<file path="src/hw/gpc_pkg.sv">
package gpc_pkg;

   localparam int PINS = 8;
   localparam int ADDR_W = 8;
   localparam int DATA_W = 32;

   localparam logic [ADDR_W-1:0] OFS_DATA_A = 8'h00;
   localparam logic [ADDR_W-1:0] OFS_DATA_B = 8'h04;
   localparam logic [ADDR_W-1:0] OFS_DIR_A = 8'h08;
   localparam logic [ADDR_W-1:0] OFS_DIR_B = 8'h0c;
   localparam logic [ADDR_W-1:0] OFS_OPT_A = 8'h10;
   localparam logic [ADDR_W-1:0] OFS_OPT_B = 8'h14;
   localparam logic [ADDR_W-1:0] OFS_IRQ_OPT = 8'h18;
   localparam logic [ADDR_W-1:0] OFS_IRQ_STATUS = 8'h1c;
   localparam logic [ADDR_W-1:0] OFS_IRQ_CLEAR = 8'h20;
   localparam logic [ADDR_W-1:0] OFS_IRQ_ENABLE = 8'h24;

   localparam logic [PINS-1:0] RST_PORT = 8'h00;
   localparam logic [7:0] RST_IRQ_OPT = 8'h00;
   localparam logic [7:0] IRQ_OPT_MASK = 8'h70;
   localparam int BIT_LEVEL_EDGE_A = 6;
   localparam int BIT_EDGE_B = 5;
   localparam int BIT_GLOBAL_EN = 4;

   localparam int IRQ_W = 2;
   localparam int IRQ_PORT_A = 0;
   localparam int IRQ_PORT_B = 1;
   localparam logic [IRQ_W-1:0] RST_IRQ = 2'h0;

   localparam logic [PINS-1:0] ANALOG_MASK_A = 8'h00;
   localparam logic [PINS-1:0] ANALOG_MASK_B = 8'he8;

   localparam logic [1:0] RESP_OKAY = 2'h0;
   localparam logic [1:0] RESP_SLVERR = 2'h2;

   typedef enum logic [1:0] {TRIG_FALL, TRIG_RISE, TRIG_LOW} gpc_trig_t;

   // Pins in input mode with option set and data clear feed the interrupt system
   function automatic logic [PINS-1:0] gpc_irq_cfg(input logic [PINS-1:0] dir,
                                                  input logic [PINS-1:0] opt,
                                                  input logic [PINS-1:0] dat);
      gpc_irq_cfg = ~dir & opt & ~dat;
   endfunction : gpc_irq_cfg

endpackage : gpc_pkg

</file>
<file path="src/hw/gpc_port.sv">
`timescale 1ns/10ps
module gpc_port
   import gpc_pkg::*;
#(
   parameter int PIN_N = PINS,
   parameter logic [PIN_N-1:0] ANALOG_MASK = '0
) (
   input wire logic core_clk_i, // System clock
   input wire logic rst_i, // Synchronous reset
   input wire logic [PIN_N-1:0] dir_i, // Direction bits
   input wire logic [PIN_N-1:0] opt_i, // Option bits
   input wire logic [PIN_N-1:0] dat_i, // Data latch bits
   input wire logic [PIN_N-1:0] pad_i, // Pin levels from outside
   output logic [PIN_N-1:0] pad_o, // Pin output value
   output logic [PIN_N-1:0] pad_oe_o, // Pin output enable
   output logic [PIN_N-1:0] pull_en_o, // Pull-up enable
   output logic [PIN_N-1:0] analog_en_o, // Analog switch to converter
   output logic [PIN_N-1:0] level_o // Synchronised pin level
);

   logic [PIN_N-1:0] sync_meta;

   always_ff @(posedge core_clk_i) begin
      if (rst_i) begin
         sync_meta <= '1;
         level_o <= '1;
      end else begin
         sync_meta <= pad_i;
         level_o <= sync_meta;
      end
   end

   // Drive comes only from the three bits; peripherals never take a pin on their own
   for (genvar i = 0; i < PIN_N; i++) begin : g_pin
      always_ff @(posedge core_clk_i) begin
         if (rst_i) begin
            pad_o[i] <= 1'b0;
            pad_oe_o[i] <= 1'b0;
            // Cleared registers mean input with pull-up, so the pull is on from reset
            pull_en_o[i] <= 1'b1;
            analog_en_o[i] <= 1'b0;
         end else begin
            // Open drain only ever pulls low; a one releases the pin
            pad_o[i] <= dat_i[i] & opt_i[i];
            pad_oe_o[i] <= dir_i[i] & (opt_i[i] | ~dat_i[i]);
            pull_en_o[i] <= ~dir_i[i] & ~dat_i[i];
            analog_en_o[i] <= ~dir_i[i] & opt_i[i] & dat_i[i] & ANALOG_MASK[i];
         end
      end
   end

   logic [PIN_N-1:0] push_pull;
   logic [PIN_N-1:0] open_drain;
   assign push_pull = dir_i & opt_i;
   assign open_drain = dir_i & ~opt_i;

   a_push_pull_drive: assert property (@(posedge core_clk_i) disable iff (rst_i)
      ((pad_oe_o & $past(push_pull)) == $past(push_pull))
      && ((pad_o & $past(push_pull)) == ($past(dat_i) & $past(push_pull))))
      else $error("push-pull pin not driving its latch value");
   a_open_drain_low: assert property (@(posedge core_clk_i) disable iff (rst_i)
      ((pad_oe_o & pad_o & $past(open_drain)) == '0)
      && ((pad_oe_o & $past(open_drain)) == ($past(~dat_i) & $past(open_drain))))
      else $error("open-drain pin drove high or failed to pull low");
   a_input_modes: assert property (@(posedge core_clk_i) disable iff (rst_i)
      ((pull_en_o & analog_en_o) == '0) && ((pull_en_o & pad_oe_o) == '0)
      && ((analog_en_o & pad_oe_o) == '0))
      else $error("input modes overlap with each other or with drive");
   a_analog_only: assert property (@(posedge core_clk_i) disable iff (rst_i)
      (analog_en_o & ~ANALOG_MASK) == '0)
      else $error("analog switch closed on a pin without converter input");

endmodule : gpc_port

</file>
<file path="src/hw/gpc_trig.sv">
`timescale 1ns/10ps
module gpc_trig
   import gpc_pkg::*;
#(
   parameter int PIN_N = PINS
) (
   input wire logic core_clk_i, // System clock
   input wire logic rst_i, // Synchronous reset
   input wire logic [PIN_N-1:0] level_i, // Synchronised pin levels
   input wire logic [PIN_N-1:0] cfg_i, // Pins set up for interrupt
   input wire gpc_trig_t mode_i, // Trigger condition of the port
   output logic req_o // Combined request, one per qualifying cycle
);

   logic [PIN_N-1:0] prev;
   logic [PIN_N-1:0] hit;

   always_comb begin
      unique case (mode_i)
         TRIG_FALL: hit = prev & ~level_i;
         TRIG_RISE: hit = ~prev & level_i;
         TRIG_LOW: hit = ~level_i;
         default: hit = '0;
      endcase
   end

   // Idle level is high, so reset to high avoids a false edge on release
   always_ff @(posedge core_clk_i) begin
      if (rst_i) begin
         prev <= '1;
         req_o <= 1'b0;
      end else begin
         prev <= level_i;
         req_o <= |(hit & cfg_i);
      end
   end

   a_fall_edge: assert property (@(posedge core_clk_i) disable iff (rst_i)
      (mode_i == TRIG_FALL && |(cfg_i & prev & ~level_i)) |=> req_o)
      else $error("falling edge on an interrupt pin gave no request");
   a_rise_edge: assert property (@(posedge core_clk_i) disable iff (rst_i)
      (mode_i == TRIG_RISE && (cfg_i & ~prev & level_i) == '0
       && (mode_i != TRIG_LOW)) |=> !req_o)
      else $error("request without a rising edge in rising mode");

endmodule : gpc_trig

</file>
<file path="src/hw/gpc_top.sv">
// Local design decisions: register access over AXI4-Lite and the register addresses.
`timescale 1ns/10ps
// Overview of operation
// - Each port has eight pins; bit x of every port register controls pin x.
// - Per port: direction, data and option registers, every pin set independently.
// - Reset clears all port registers: input, pull-up, no interrupt.
// - Data read of an input pin returns the synchronised pin level.
// - Input, option 0, data 0: pull-up on, no interrupt.
// - Input, option 0, data 1: no pull-up, no interrupt.
// - Input, option 1, data 0: pull-up on, pin feeds interrupt logic.
// - Input, option 1, data 1: capable pin switched to converter input.
// - Output pin drives the data latch; reads return the latch.
// - Output option 0 is open-drain, option 1 push-pull, both driven by the data latch.
// - Data 0 drives low; data 1 drives high or floats in open-drain.
// - Software picks trigger per port: falling or low level on A, falling or rising on B.
// - Peripheral use of a pin happens only through the three bits.
// - Interrupt requests pass only while the global enable is set.
// - Data writes update the latch even for input pins.
// - Port A select 0 means falling edge, 1 means low level.
// - Port B select 0 means falling edge, 1 means rising edge.
module gpc_top
   import gpc_pkg::*;
#(
   parameter logic [PINS-1:0] ANALOG_A = ANALOG_MASK_A,
   parameter logic [PINS-1:0] ANALOG_B = ANALOG_MASK_B
) (
   input wire logic core_clk_i, // System clock, 50 MHz
   input wire logic rst_i, // Synchronous reset, active high
   input wire logic [ADDR_W-1:0] s_axi_awaddr_i, // Write address
   input wire logic s_axi_awvalid_i, // Write address valid
   output logic s_axi_awready_o, // Write address ready
   input wire logic [DATA_W-1:0] s_axi_wdata_i, // Write data
   input wire logic [DATA_W/8-1:0] s_axi_wstrb_i, // Write byte strobes
   input wire logic s_axi_wvalid_i, // Write data valid
   output logic s_axi_wready_o, // Write data ready
   output logic [1:0] s_axi_bresp_o, // Write response
   output logic s_axi_bvalid_o, // Write response valid
   input wire logic s_axi_bready_i, // Write response ready
   input wire logic [ADDR_W-1:0] s_axi_araddr_i, // Read address
   input wire logic s_axi_arvalid_i, // Read address valid
   output logic s_axi_arready_o, // Read address ready
   output logic [DATA_W-1:0] s_axi_rdata_o, // Read data
   output logic [1:0] s_axi_rresp_o, // Read response
   output logic s_axi_rvalid_o, // Read data valid
   input wire logic s_axi_rready_i, // Read data ready
   input wire logic [PINS-1:0] porta_pad_i, // Port A pin levels
   output logic [PINS-1:0] porta_pad_o, // Port A pin output value
   output logic [PINS-1:0] porta_pad_oe_o, // Port A output enable
   output logic [PINS-1:0] porta_pull_en_o, // Port A pull-up enable
   output logic [PINS-1:0] porta_analog_en_o, // Port A analog switch
   input wire logic [PINS-1:0] portb_pad_i, // Port B pin levels
   output logic [PINS-1:0] portb_pad_o, // Port B pin output value
   output logic [PINS-1:0] portb_pad_oe_o, // Port B output enable
   output logic [PINS-1:0] portb_pull_en_o, // Port B pull-up enable
   output logic [PINS-1:0] portb_analog_en_o, // Port B analog switch
   output logic irq_o // Interrupt, high while an enabled status bit is set
);

   // Register state
   logic [PINS-1:0] pin_data_bits_a;
   logic [PINS-1:0] pin_data_bits_b;
   logic [PINS-1:0] dir_a;
   logic [PINS-1:0] dir_b;
   logic [PINS-1:0] opt_a;
   logic [PINS-1:0] opt_b;
   logic [7:0] irq_opt;
   logic [IRQ_W-1:0] irq_status;
   logic [IRQ_W-1:0] irq_enable;

   // Bus state
   logic aw_held;
   logic w_held;
   logic [ADDR_W-1:0] aw_addr;
   logic [7:0] w_byte;
   logic w_lane0;
   logic wr_fire;

   // Port-side signals
   logic [PINS-1:0] level_a;
   logic [PINS-1:0] level_b;
   logic req_a;
   logic req_b;
   logic global_irq_enable;
   logic porta_level_edge_select;
   logic portb_edge_select;
   gpc_trig_t mode_a;
   gpc_trig_t mode_b;
   logic [IRQ_W-1:0] irq_set;
   logic [IRQ_W-1:0] irq_clr;

   function automatic logic reg_mapped(input logic [ADDR_W-1:0] addr);
      logic [ADDR_W-1:0] word;
      word = {addr[ADDR_W-1:2], 2'b00};
      reg_mapped = (word == OFS_DATA_A) || (word == OFS_DATA_B) || (word == OFS_DIR_A)
         || (word == OFS_DIR_B) || (word == OFS_OPT_A) || (word == OFS_OPT_B)
         || (word == OFS_IRQ_OPT) || (word == OFS_IRQ_STATUS)
         || (word == OFS_IRQ_CLEAR) || (word == OFS_IRQ_ENABLE);
   endfunction : reg_mapped

   function automatic logic wr_hit(input logic [ADDR_W-1:0] addr,
                                   input logic [ADDR_W-1:0] ofs);
      wr_hit = {addr[ADDR_W-1:2], 2'b00} == ofs;
   endfunction : wr_hit

   assign global_irq_enable = irq_opt[BIT_GLOBAL_EN];
   assign porta_level_edge_select = irq_opt[BIT_LEVEL_EDGE_A];
   assign portb_edge_select = irq_opt[BIT_EDGE_B];

   // Write side: address and data may arrive in either order
   assign wr_fire = aw_held && w_held && !s_axi_bvalid_o;

   always_ff @(posedge core_clk_i) begin
      if (rst_i) begin
         aw_held <= 1'b0;
         aw_addr <= '0;
         s_axi_awready_o <= 1'b1;
      end else if (s_axi_awvalid_i && s_axi_awready_o) begin
         aw_held <= 1'b1;
         aw_addr <= s_axi_awaddr_i;
         s_axi_awready_o <= 1'b0;
      end else if (wr_fire) begin
         aw_held <= 1'b0;
      end else if (s_axi_bvalid_o && s_axi_bready_i) begin
         s_axi_awready_o <= 1'b1;
      end
   end

   always_ff @(posedge core_clk_i) begin
      if (rst_i) begin
         w_held <= 1'b0;
         w_byte <= 8'h00;
         w_lane0 <= 1'b0;
         s_axi_wready_o <= 1'b1;
      end else if (s_axi_wvalid_i && s_axi_wready_o) begin
         w_held <= 1'b1;
         w_byte <= s_axi_wdata_i[7:0];
         w_lane0 <= s_axi_wstrb_i[0];
         s_axi_wready_o <= 1'b0;
      end else if (wr_fire) begin
         w_held <= 1'b0;
      end else if (s_axi_bvalid_o && s_axi_bready_i) begin
         s_axi_wready_o <= 1'b1;
      end
   end

   always_ff @(posedge core_clk_i) begin
      if (rst_i) begin
         s_axi_bvalid_o <= 1'b0;
         s_axi_bresp_o <= RESP_OKAY;
      end else if (wr_fire) begin
         s_axi_bvalid_o <= 1'b1;
         s_axi_bresp_o <= reg_mapped(aw_addr) ? RESP_OKAY : RESP_SLVERR;
      end else if (s_axi_bready_i) begin
         s_axi_bvalid_o <= 1'b0;
      end
   end

   // Port registers; only byte lane 0 carries bits, upper lanes are ignored
   always_ff @(posedge core_clk_i) begin
      if (rst_i) begin
         pin_data_bits_a <= RST_PORT;
         pin_data_bits_b <= RST_PORT;
         dir_a <= RST_PORT;
         dir_b <= RST_PORT;
         opt_a <= RST_PORT;
         opt_b <= RST_PORT;
      end else if (wr_fire && w_lane0) begin
         // Data writes land in the latch whatever the direction
         if (wr_hit(aw_addr, OFS_DATA_A)) begin
            pin_data_bits_a <= w_byte;
         end
         if (wr_hit(aw_addr, OFS_DATA_B)) begin
            pin_data_bits_b <= w_byte;
         end
         if (wr_hit(aw_addr, OFS_DIR_A)) begin
            dir_a <= w_byte;
         end
         if (wr_hit(aw_addr, OFS_DIR_B)) begin
            dir_b <= w_byte;
         end
         if (wr_hit(aw_addr, OFS_OPT_A)) begin
            opt_a <= w_byte;
         end
         if (wr_hit(aw_addr, OFS_OPT_B)) begin
            opt_b <= w_byte;
         end
      end
   end

   always_ff @(posedge core_clk_i) begin
      if (rst_i) begin
         irq_opt <= RST_IRQ_OPT;
         irq_enable <= RST_IRQ;
      end else if (wr_fire && w_lane0) begin
         if (wr_hit(aw_addr, OFS_IRQ_OPT)) begin
            irq_opt <= w_byte & IRQ_OPT_MASK;
         end
         if (wr_hit(aw_addr, OFS_IRQ_ENABLE)) begin
            irq_enable <= w_byte[IRQ_W-1:0];
         end
      end
   end

   // Read side: one read at a time, data one cycle after the address
   always_ff @(posedge core_clk_i) begin
      if (rst_i) begin
         s_axi_arready_o <= 1'b1;
         s_axi_rvalid_o <= 1'b0;
         s_axi_rresp_o <= RESP_OKAY;
         s_axi_rdata_o <= '0;
      end else if (s_axi_arvalid_i && s_axi_arready_o) begin
         s_axi_arready_o <= 1'b0;
         s_axi_rvalid_o <= 1'b1;
         s_axi_rresp_o <= reg_mapped(s_axi_araddr_i) ? RESP_OKAY : RESP_SLVERR;
         s_axi_rdata_o <= '0;
         unique case ({s_axi_araddr_i[ADDR_W-1:2], 2'b00})
            // Input pins read back the pin, output pins the latch
            OFS_DATA_A: s_axi_rdata_o[PINS-1:0] <= (dir_a & pin_data_bits_a)
               | (~dir_a & level_a);
            OFS_DATA_B: s_axi_rdata_o[PINS-1:0] <= (dir_b & pin_data_bits_b)
               | (~dir_b & level_b);
            OFS_DIR_A: s_axi_rdata_o[PINS-1:0] <= dir_a;
            OFS_DIR_B: s_axi_rdata_o[PINS-1:0] <= dir_b;
            OFS_OPT_A: s_axi_rdata_o[PINS-1:0] <= opt_a;
            OFS_OPT_B: s_axi_rdata_o[PINS-1:0] <= opt_b;
            OFS_IRQ_OPT: s_axi_rdata_o[7:0] <= irq_opt;
            OFS_IRQ_STATUS: s_axi_rdata_o[IRQ_W-1:0] <= irq_status;
            OFS_IRQ_ENABLE: s_axi_rdata_o[IRQ_W-1:0] <= irq_enable;
            default: s_axi_rdata_o <= '0;
         endcase
      end else if (s_axi_rvalid_o && s_axi_rready_i) begin
         s_axi_rvalid_o <= 1'b0;
         s_axi_arready_o <= 1'b1;
      end
   end

   // Pin configuration and drive
   gpc_port #(.PIN_N(PINS), .ANALOG_MASK(ANALOG_A)) u_port_a (
      .core_clk_i(core_clk_i),
      .rst_i(rst_i),
      .dir_i(dir_a),
      .opt_i(opt_a),
      .dat_i(pin_data_bits_a),
      .pad_i(porta_pad_i),
      .pad_o(porta_pad_o),
      .pad_oe_o(porta_pad_oe_o),
      .pull_en_o(porta_pull_en_o),
      .analog_en_o(porta_analog_en_o),
      .level_o(level_a)
   );

   gpc_port #(.PIN_N(PINS), .ANALOG_MASK(ANALOG_B)) u_port_b (
      .core_clk_i(core_clk_i),
      .rst_i(rst_i),
      .dir_i(dir_b),
      .opt_i(opt_b),
      .dat_i(pin_data_bits_b),
      .pad_i(portb_pad_i),
      .pad_o(portb_pad_o),
      .pad_oe_o(portb_pad_oe_o),
      .pull_en_o(portb_pull_en_o),
      .analog_en_o(portb_analog_en_o),
      .level_o(level_b)
   );

   // Trigger selection per port
   assign mode_a = porta_level_edge_select ? TRIG_LOW : TRIG_FALL;
   assign mode_b = portb_edge_select ? TRIG_RISE : TRIG_FALL;

   // Reconfiguring a pin into interrupt mode can latch a request
   gpc_trig #(.PIN_N(PINS)) u_trig_a (
      .core_clk_i(core_clk_i),
      .rst_i(rst_i),
      .level_i(level_a),
      .cfg_i(gpc_irq_cfg(dir_a, opt_a, pin_data_bits_a)),
      .mode_i(mode_a),
      .req_o(req_a)
   );

   gpc_trig #(.PIN_N(PINS)) u_trig_b (
      .core_clk_i(core_clk_i),
      .rst_i(rst_i),
      .level_i(level_b),
      .cfg_i(gpc_irq_cfg(dir_b, opt_b, pin_data_bits_b)),
      .mode_i(mode_b),
      .req_o(req_b)
   );

   // Sticky status; a new event beats a clear in the same cycle
   assign irq_set = {req_b, req_a} & {IRQ_W{global_irq_enable}};
   assign irq_clr = (wr_fire && w_lane0 && wr_hit(aw_addr, OFS_IRQ_CLEAR)) ?
      w_byte[IRQ_W-1:0] : RST_IRQ;

   always_ff @(posedge core_clk_i) begin
      if (rst_i) begin
         irq_status <= RST_IRQ;
      end else begin
         irq_status <= (irq_status & ~irq_clr) | irq_set;
      end
   end

   always_ff @(posedge core_clk_i) begin
      if (rst_i) begin
         irq_o <= 1'b0;
      end else begin
         irq_o <= |(irq_status & irq_enable);
      end
   end

   a_reset_state: assert property (@(posedge core_clk_i) disable iff (rst_i)
      $past(rst_i) |-> (dir_a == '0 && opt_a == '0 && pin_data_bits_a == '0
         && dir_b == '0 && opt_b == '0 && pin_data_bits_b == '0 && irq_opt == '0))
      else $error("port registers not cleared by reset");
   a_global_gate: assert property (@(posedge core_clk_i) disable iff (rst_i)
      (!global_irq_enable && irq_status == '0) |=> irq_status == '0)
      else $error("status set while interrupts globally disabled");
   a_set_beats_clear: assert property (@(posedge core_clk_i) disable iff (rst_i)
      (irq_set[IRQ_PORT_A] && irq_clr[IRQ_PORT_A]) |=> irq_status[IRQ_PORT_A])
      else $error("event lost against a simultaneous clear");
   a_read_pin: assert property (@(posedge core_clk_i) disable iff (rst_i)
      (s_axi_arvalid_i && s_axi_arready_o && s_axi_araddr_i == OFS_DATA_A)
      |=> s_axi_rdata_o[PINS-1:0] == (($past(dir_a) & $past(pin_data_bits_a))
         | (~$past(dir_a) & $past(level_a))))
      else $error("data read mixes pin and latch wrongly");
   a_irq_follows: assert property (@(posedge core_clk_i) disable iff (rst_i)
      ((irq_status & irq_enable) != '0) ##1 ((irq_status & irq_enable) != '0) |-> irq_o)
      else $error("interrupt output low with an enabled status bit set");
   a_resp_after_both: assert property (@(posedge core_clk_i) disable iff (rst_i)
      $rose(s_axi_bvalid_o) |-> $past(aw_held && w_held))
      else $error("write response before address and data were both taken");
   a_bvalid_hold: assert property (@(posedge core_clk_i) disable iff (rst_i)
      (s_axi_bvalid_o && !s_axi_bready_i) |=> s_axi_bvalid_o && $stable(s_axi_bresp_o))
      else $error("write response dropped before ready");
   a_rvalid_hold: assert property (@(posedge core_clk_i) disable iff (rst_i)
      (s_axi_rvalid_o && !s_axi_rready_i) |=> s_axi_rvalid_o && $stable(s_axi_rdata_o))
      else $error("read data dropped or changed before ready");

endmodule : gpc_top

</file>
<file path="config.mk">
export PLATFORM = sky130hd
export DESIGN_NAME = gpc_top
export DESIGN_NICKNAME = d
export VERILOG_FILES = /design/src/hw/gpc_pkg.sv /design/src/hw/gpc_port.sv /design/src/hw/gpc_trig.sv /design/src/hw/gpc_top.sv
export SDC_FILE = /design/constraint.sdc
export NUM_CORES = 1
export LEC_CHECK = 0
export BUFFER_PORTS_ARGS = -buffer_cell sky130_fd_sc_hd__buf_4
export CAP_MARGIN = 20
export CORE_MARGIN = 1
export CORE_UTILIZATION = 50
export DETAILED_ROUTE_END_ITERATION = 12
export HOLD_SLACK_MARGIN = 0.03
export MAX_ROUTING_LAYER = met4
export PLACE_DENSITY_LB_ADDON = 0.05
export SLEW_MARGIN = 10
export SYNTH_ARGS = -nofsm -noshare
export SYNTH_HDL_FRONTEND = slang
export SYNTH_HIERARCHICAL = 1
export SYNTH_SLANG_ARGS = --single-unit
</file>
<file path="constraint.sdc">
create_clock -name core_clk_i -period 2 [get_ports core_clk_i]
set_input_delay 0.4 -clock core_clk_i [delete_from_list [all_inputs] [get_ports core_clk_i]]
set_output_delay 0.4 -clock core_clk_i [all_outputs]
set_load 0.02 [all_outputs]
</file>
==> impl_metrics.py <==
metrics = {
    "sta": {
        "min_period_ns": 1.92,
        "finalHoldViolCount": 0,
        "min_period_over_period": 0.959,
        "setup_tns_ns": 0,
        "rsz0062_at_grt": "false",
        "tightest_slew_ns": 0.634,
        "final_max_slew_viol_count": 0,
        "max_slew_margin": 0.577,
        "fin_skew_ns": 0.00535,
        "setup_violations": 0,
        "clock.fmax_mhz": 521,
    },
    "placed_design": {
        "gp_congestion": 0.909,
        "dp_hpwl_um": 13800,
        "portBuffers": 111,
        "placed_area_sq_um": 8810,
        "post-place-cells": 1115,
    },
    "floorplan": {
        "core_area_sq_um": 15300,
        "std_cell_rows": 45,
        "die_h_um": 128,
        "io_pins": 181,
        "initial_utilization": 0.516,
        "fp.dieW_um": 128,
        "dieArea_sq_um": 16300,
    },
    "cts": {
        "cts_buffer_depth": 2,
        "cts_tree": "yes",
        "cts_setup_buffers": 0,
        "clockRootBuffer": "clkbuf_16",
        "clkTransAtPathRegs_ns": 0.06,
        "cts.sinks": 190,
        "clock_latency_ns": 0.43,
        "cts_buffers": 17,
        "htreeDepth": 4,
    },
    "drt": {
        "wirelength_um": 18900,
        "drt-vias-per-instance": 5.38,
        "vias": 6156,
        "routedWlPerCell_um": 16.5,
        "drtPass1Iterations": 7,
        "drc": 0,
        "drtIter0Drc": 471,
        "ant_nets": 0,
    },
    "yosys": {
        "synth_simple_gate_area_frac": 0.224,
        "synth_async_sr_flop_share": 0,
        "yosysWarnings": 6,
        "synthMuxAreaShare": 0.0852,
        "synth_top_flop_cell": "dfxtp_1",
        "syn_area_sq_um": 7900,
        "synth_xor_area_frac": 0,
        "synth-compound-area-share": 0.128,
        "avgSynthCellArea_sq_um": 9.68,
        "ys_types": 57,
        "syn_inst": 816,
        "synth-seq-cells": 190,
        "synth_fa_ha_area_frac": 0,
        "synth-edff-count": 0,
        "synth-seq-area-share": 0.482,
        "synth_top_family_by_area": "simple AND/OR/NAND/NOR gates",
    },
    "worst_hold_path": {
        "worst_hold_path_type": "in -> reg",
    },
    "finish": {
        "n_antenna_cell": 0,
        "finalNonFillerCells": 1145,
        "drive_gt1_frac": 0.219,
        "multi_input_area_sq_um": 3600,
        "fillCellCount": 1327,
        "final-seq-area_sq_um": 3800,
        "layout_common_cells": "189 x dfxtp_1, 132 x buf_4, 76 x nor2_1",
        "mostFrequentLayoutCell": "dfxtp_1",
        "final_util": 0.615,
        "synthToLayoutAreaGrowth_pct": 19.3,
        "layout.nets": 998,
        "fin_area_sq_um": 9420,
    },
    "power_and_ir_drop": {
        "p_switching_mw": 1.78,
        "p_comb_frac": 0.064,
        "powerDensity_nw_per_um2": 844,
        "worst_ir_drop_vdd_mv": 0.590,
        "p_int_mw": 6.17,
        "switching_share": 0.224,
        "p_leak_nw": 3.77,
        "p_seq_frac": 0.494,
        "clkPwrFrac": 0.441,
    },
    "worst_setup_path": {
        "arrival_ns": 2.22,
        "end_kind": "flop",
        "critPathRequiredTime_ns": 2.30,
        "crit_type": "reg -> reg",
        "worstSetupStartpointType": "flop",
        "path_max_fanout": 8,
    },
    "grt": {
        "grt_max_degree": 48,
        "grt_pass1_vias": 5871,
        "antenna_found_initial": 0,
        "grt_use_total": 0.244,
        "grt_pass1_wl_um": 29700,
        "grt.overflow.total": 0,
    },
    "outcome": {
        "status": "complete, no violations",
    },
    "job": {
        "cap_violations": 0,
    },
}
-- stage by stage --
stage               worst slack [ns]  hold slack (ns)  total power [mW]
floorplan                      0.106            0.383              4.39
global placement              0.0330            0.386              4.50
detailed placement           -0.0308            0.388              4.52
CTS                           0.0518            0.131              8.00
global route                  0.0122            0.130              8.24
finish                        0.0813            0.145              7.95
-- per-layer routing --
| metal | share of wire | track usage |
|---|---|---|
| met1 | 0.44 | 0.301 |
| met2 | 0.48 | 0.390 |
| met3 | 0.052 | 0.0522 |
| met4 | 0.026 | 0.0948 |
| met5 | 0 | - |
-- kinds of logic (layout without fill, tap and decap cells) --
| group | after synthesis | after routing |
|---|---|---|
| other | 3 | 40 |
| buffers and inverters | 96 | 177 |
| AO/OA/AOI/OAI | 144 | 144 |
| AND/OR/NAND/NOR | 316 | 316 |
| multiplexers | 67 | 67 |
| flip-flops | 190 | 190 |
-- power by group through the flow --
stage / clock network, mW / logic (mW) / registers [mW]
final: 3.51 / 0.510 / 3.93
after global routing: 3.74 / 0.555 / 3.94
after CTS: 3.57 / 0.505 / 3.93
after detailed placement: 0 / 0.503 / 4.02
after global placement: 0 / 0.488 / 4.01
after floorplan: 0 / 0.407 / 3.99
-- worst paths after layout --
check,from,end,slack (ns),depth (start not counted)
hold / removal,porta_pad_i[4],u_port_a/sync_meta[4]$_SDFF_PP1_,0.15,2
setup / recovery,aw_addr[6]$_SDFFE_PP0P_,opt_b[7]$_SDFFE_PP0P_,0.08,5
setup reg to reg,aw_addr[6]$_SDFFE_PP0P_,opt_b[7]$_SDFFE_PP0P_,0.08,5
hold reg to reg,u_port_b/sync_meta[3]$_SDFF_PP1_,u_port_b/level_o[3]$_SDFF_PP1_,0.40,1
-- cell usage after synthesis (3+ instances only) --
master | n | area [sq um]
dfxtp_1 | 190 | 3800
a221oi_1 | 9 | 78.8
a21o_1 | 5 | 37.5
clkbuf_1 | 29 | 109
nand3b_1 | 8 | 60.1
nand2_1 | 71 | 267
and4_1 | 3 | 26.3
buf_2 | 3 | 15.0
or2_2 | 20 | 125
nor3b_2 | 4 | 50.1
o21ai_0 | 15 | 75.1
or4_1 | 3 | 22.5
nor3b_1 | 27 | 203
inv_1 | 9 | 33.8
nor2_1 | 76 | 285
nor2b_1 | 19 | 119
a21oi_1 | 34 | 170
o32ai_1 | 18 | 158
a211oi_1 | 4 | 30.0
conb_1 | 3 | 11.3
or3_1 | 3 | 18.8
nor4_1 | 8 | 50.1
buf_6 | 13 | 146
nor4_4 | 3 | 63.8
or3b_2 | 4 | 35.0
o21bai_1 | 33 | 248
a22oi_1 | 10 | 75.1
nand2b_1 | 8 | 50.1
nand3_1 | 8 | 40.0
nor3_1 | 11 | 55.1
or2_1 | 28 | 175
mux2i_1 | 65 | 651
buf_4 | 40 | 300
-- timing repair --
item | in CTS | in global routing
endpoints found under the hold margin | 0 | 0
resized for setup | 0 | 1
hold buffers | 0 | 0
setup endpoints to repair | 0 | 2
-- cell type report --
cell class / instances / area share
clock inverter: 10 / 0.0174
clock buffer: 20 / 0.0474
multi-input combinational: 567 / 0.382
sequential: 190 / 0.404
timing repair buffer: 138 / 0.118
tap: 211 / 0.0280
inverter: 9 / 0.00359
-- worst max-delay path: stages, from the launching register on --
cell,delay (ns)
dfxtp_1,0.37
or3_2,0.51
or4_1,0.49
buf_4,0.20
mux2i_1,0.17
nor2_1,0.06
Power figures use the tool's default switching activity.
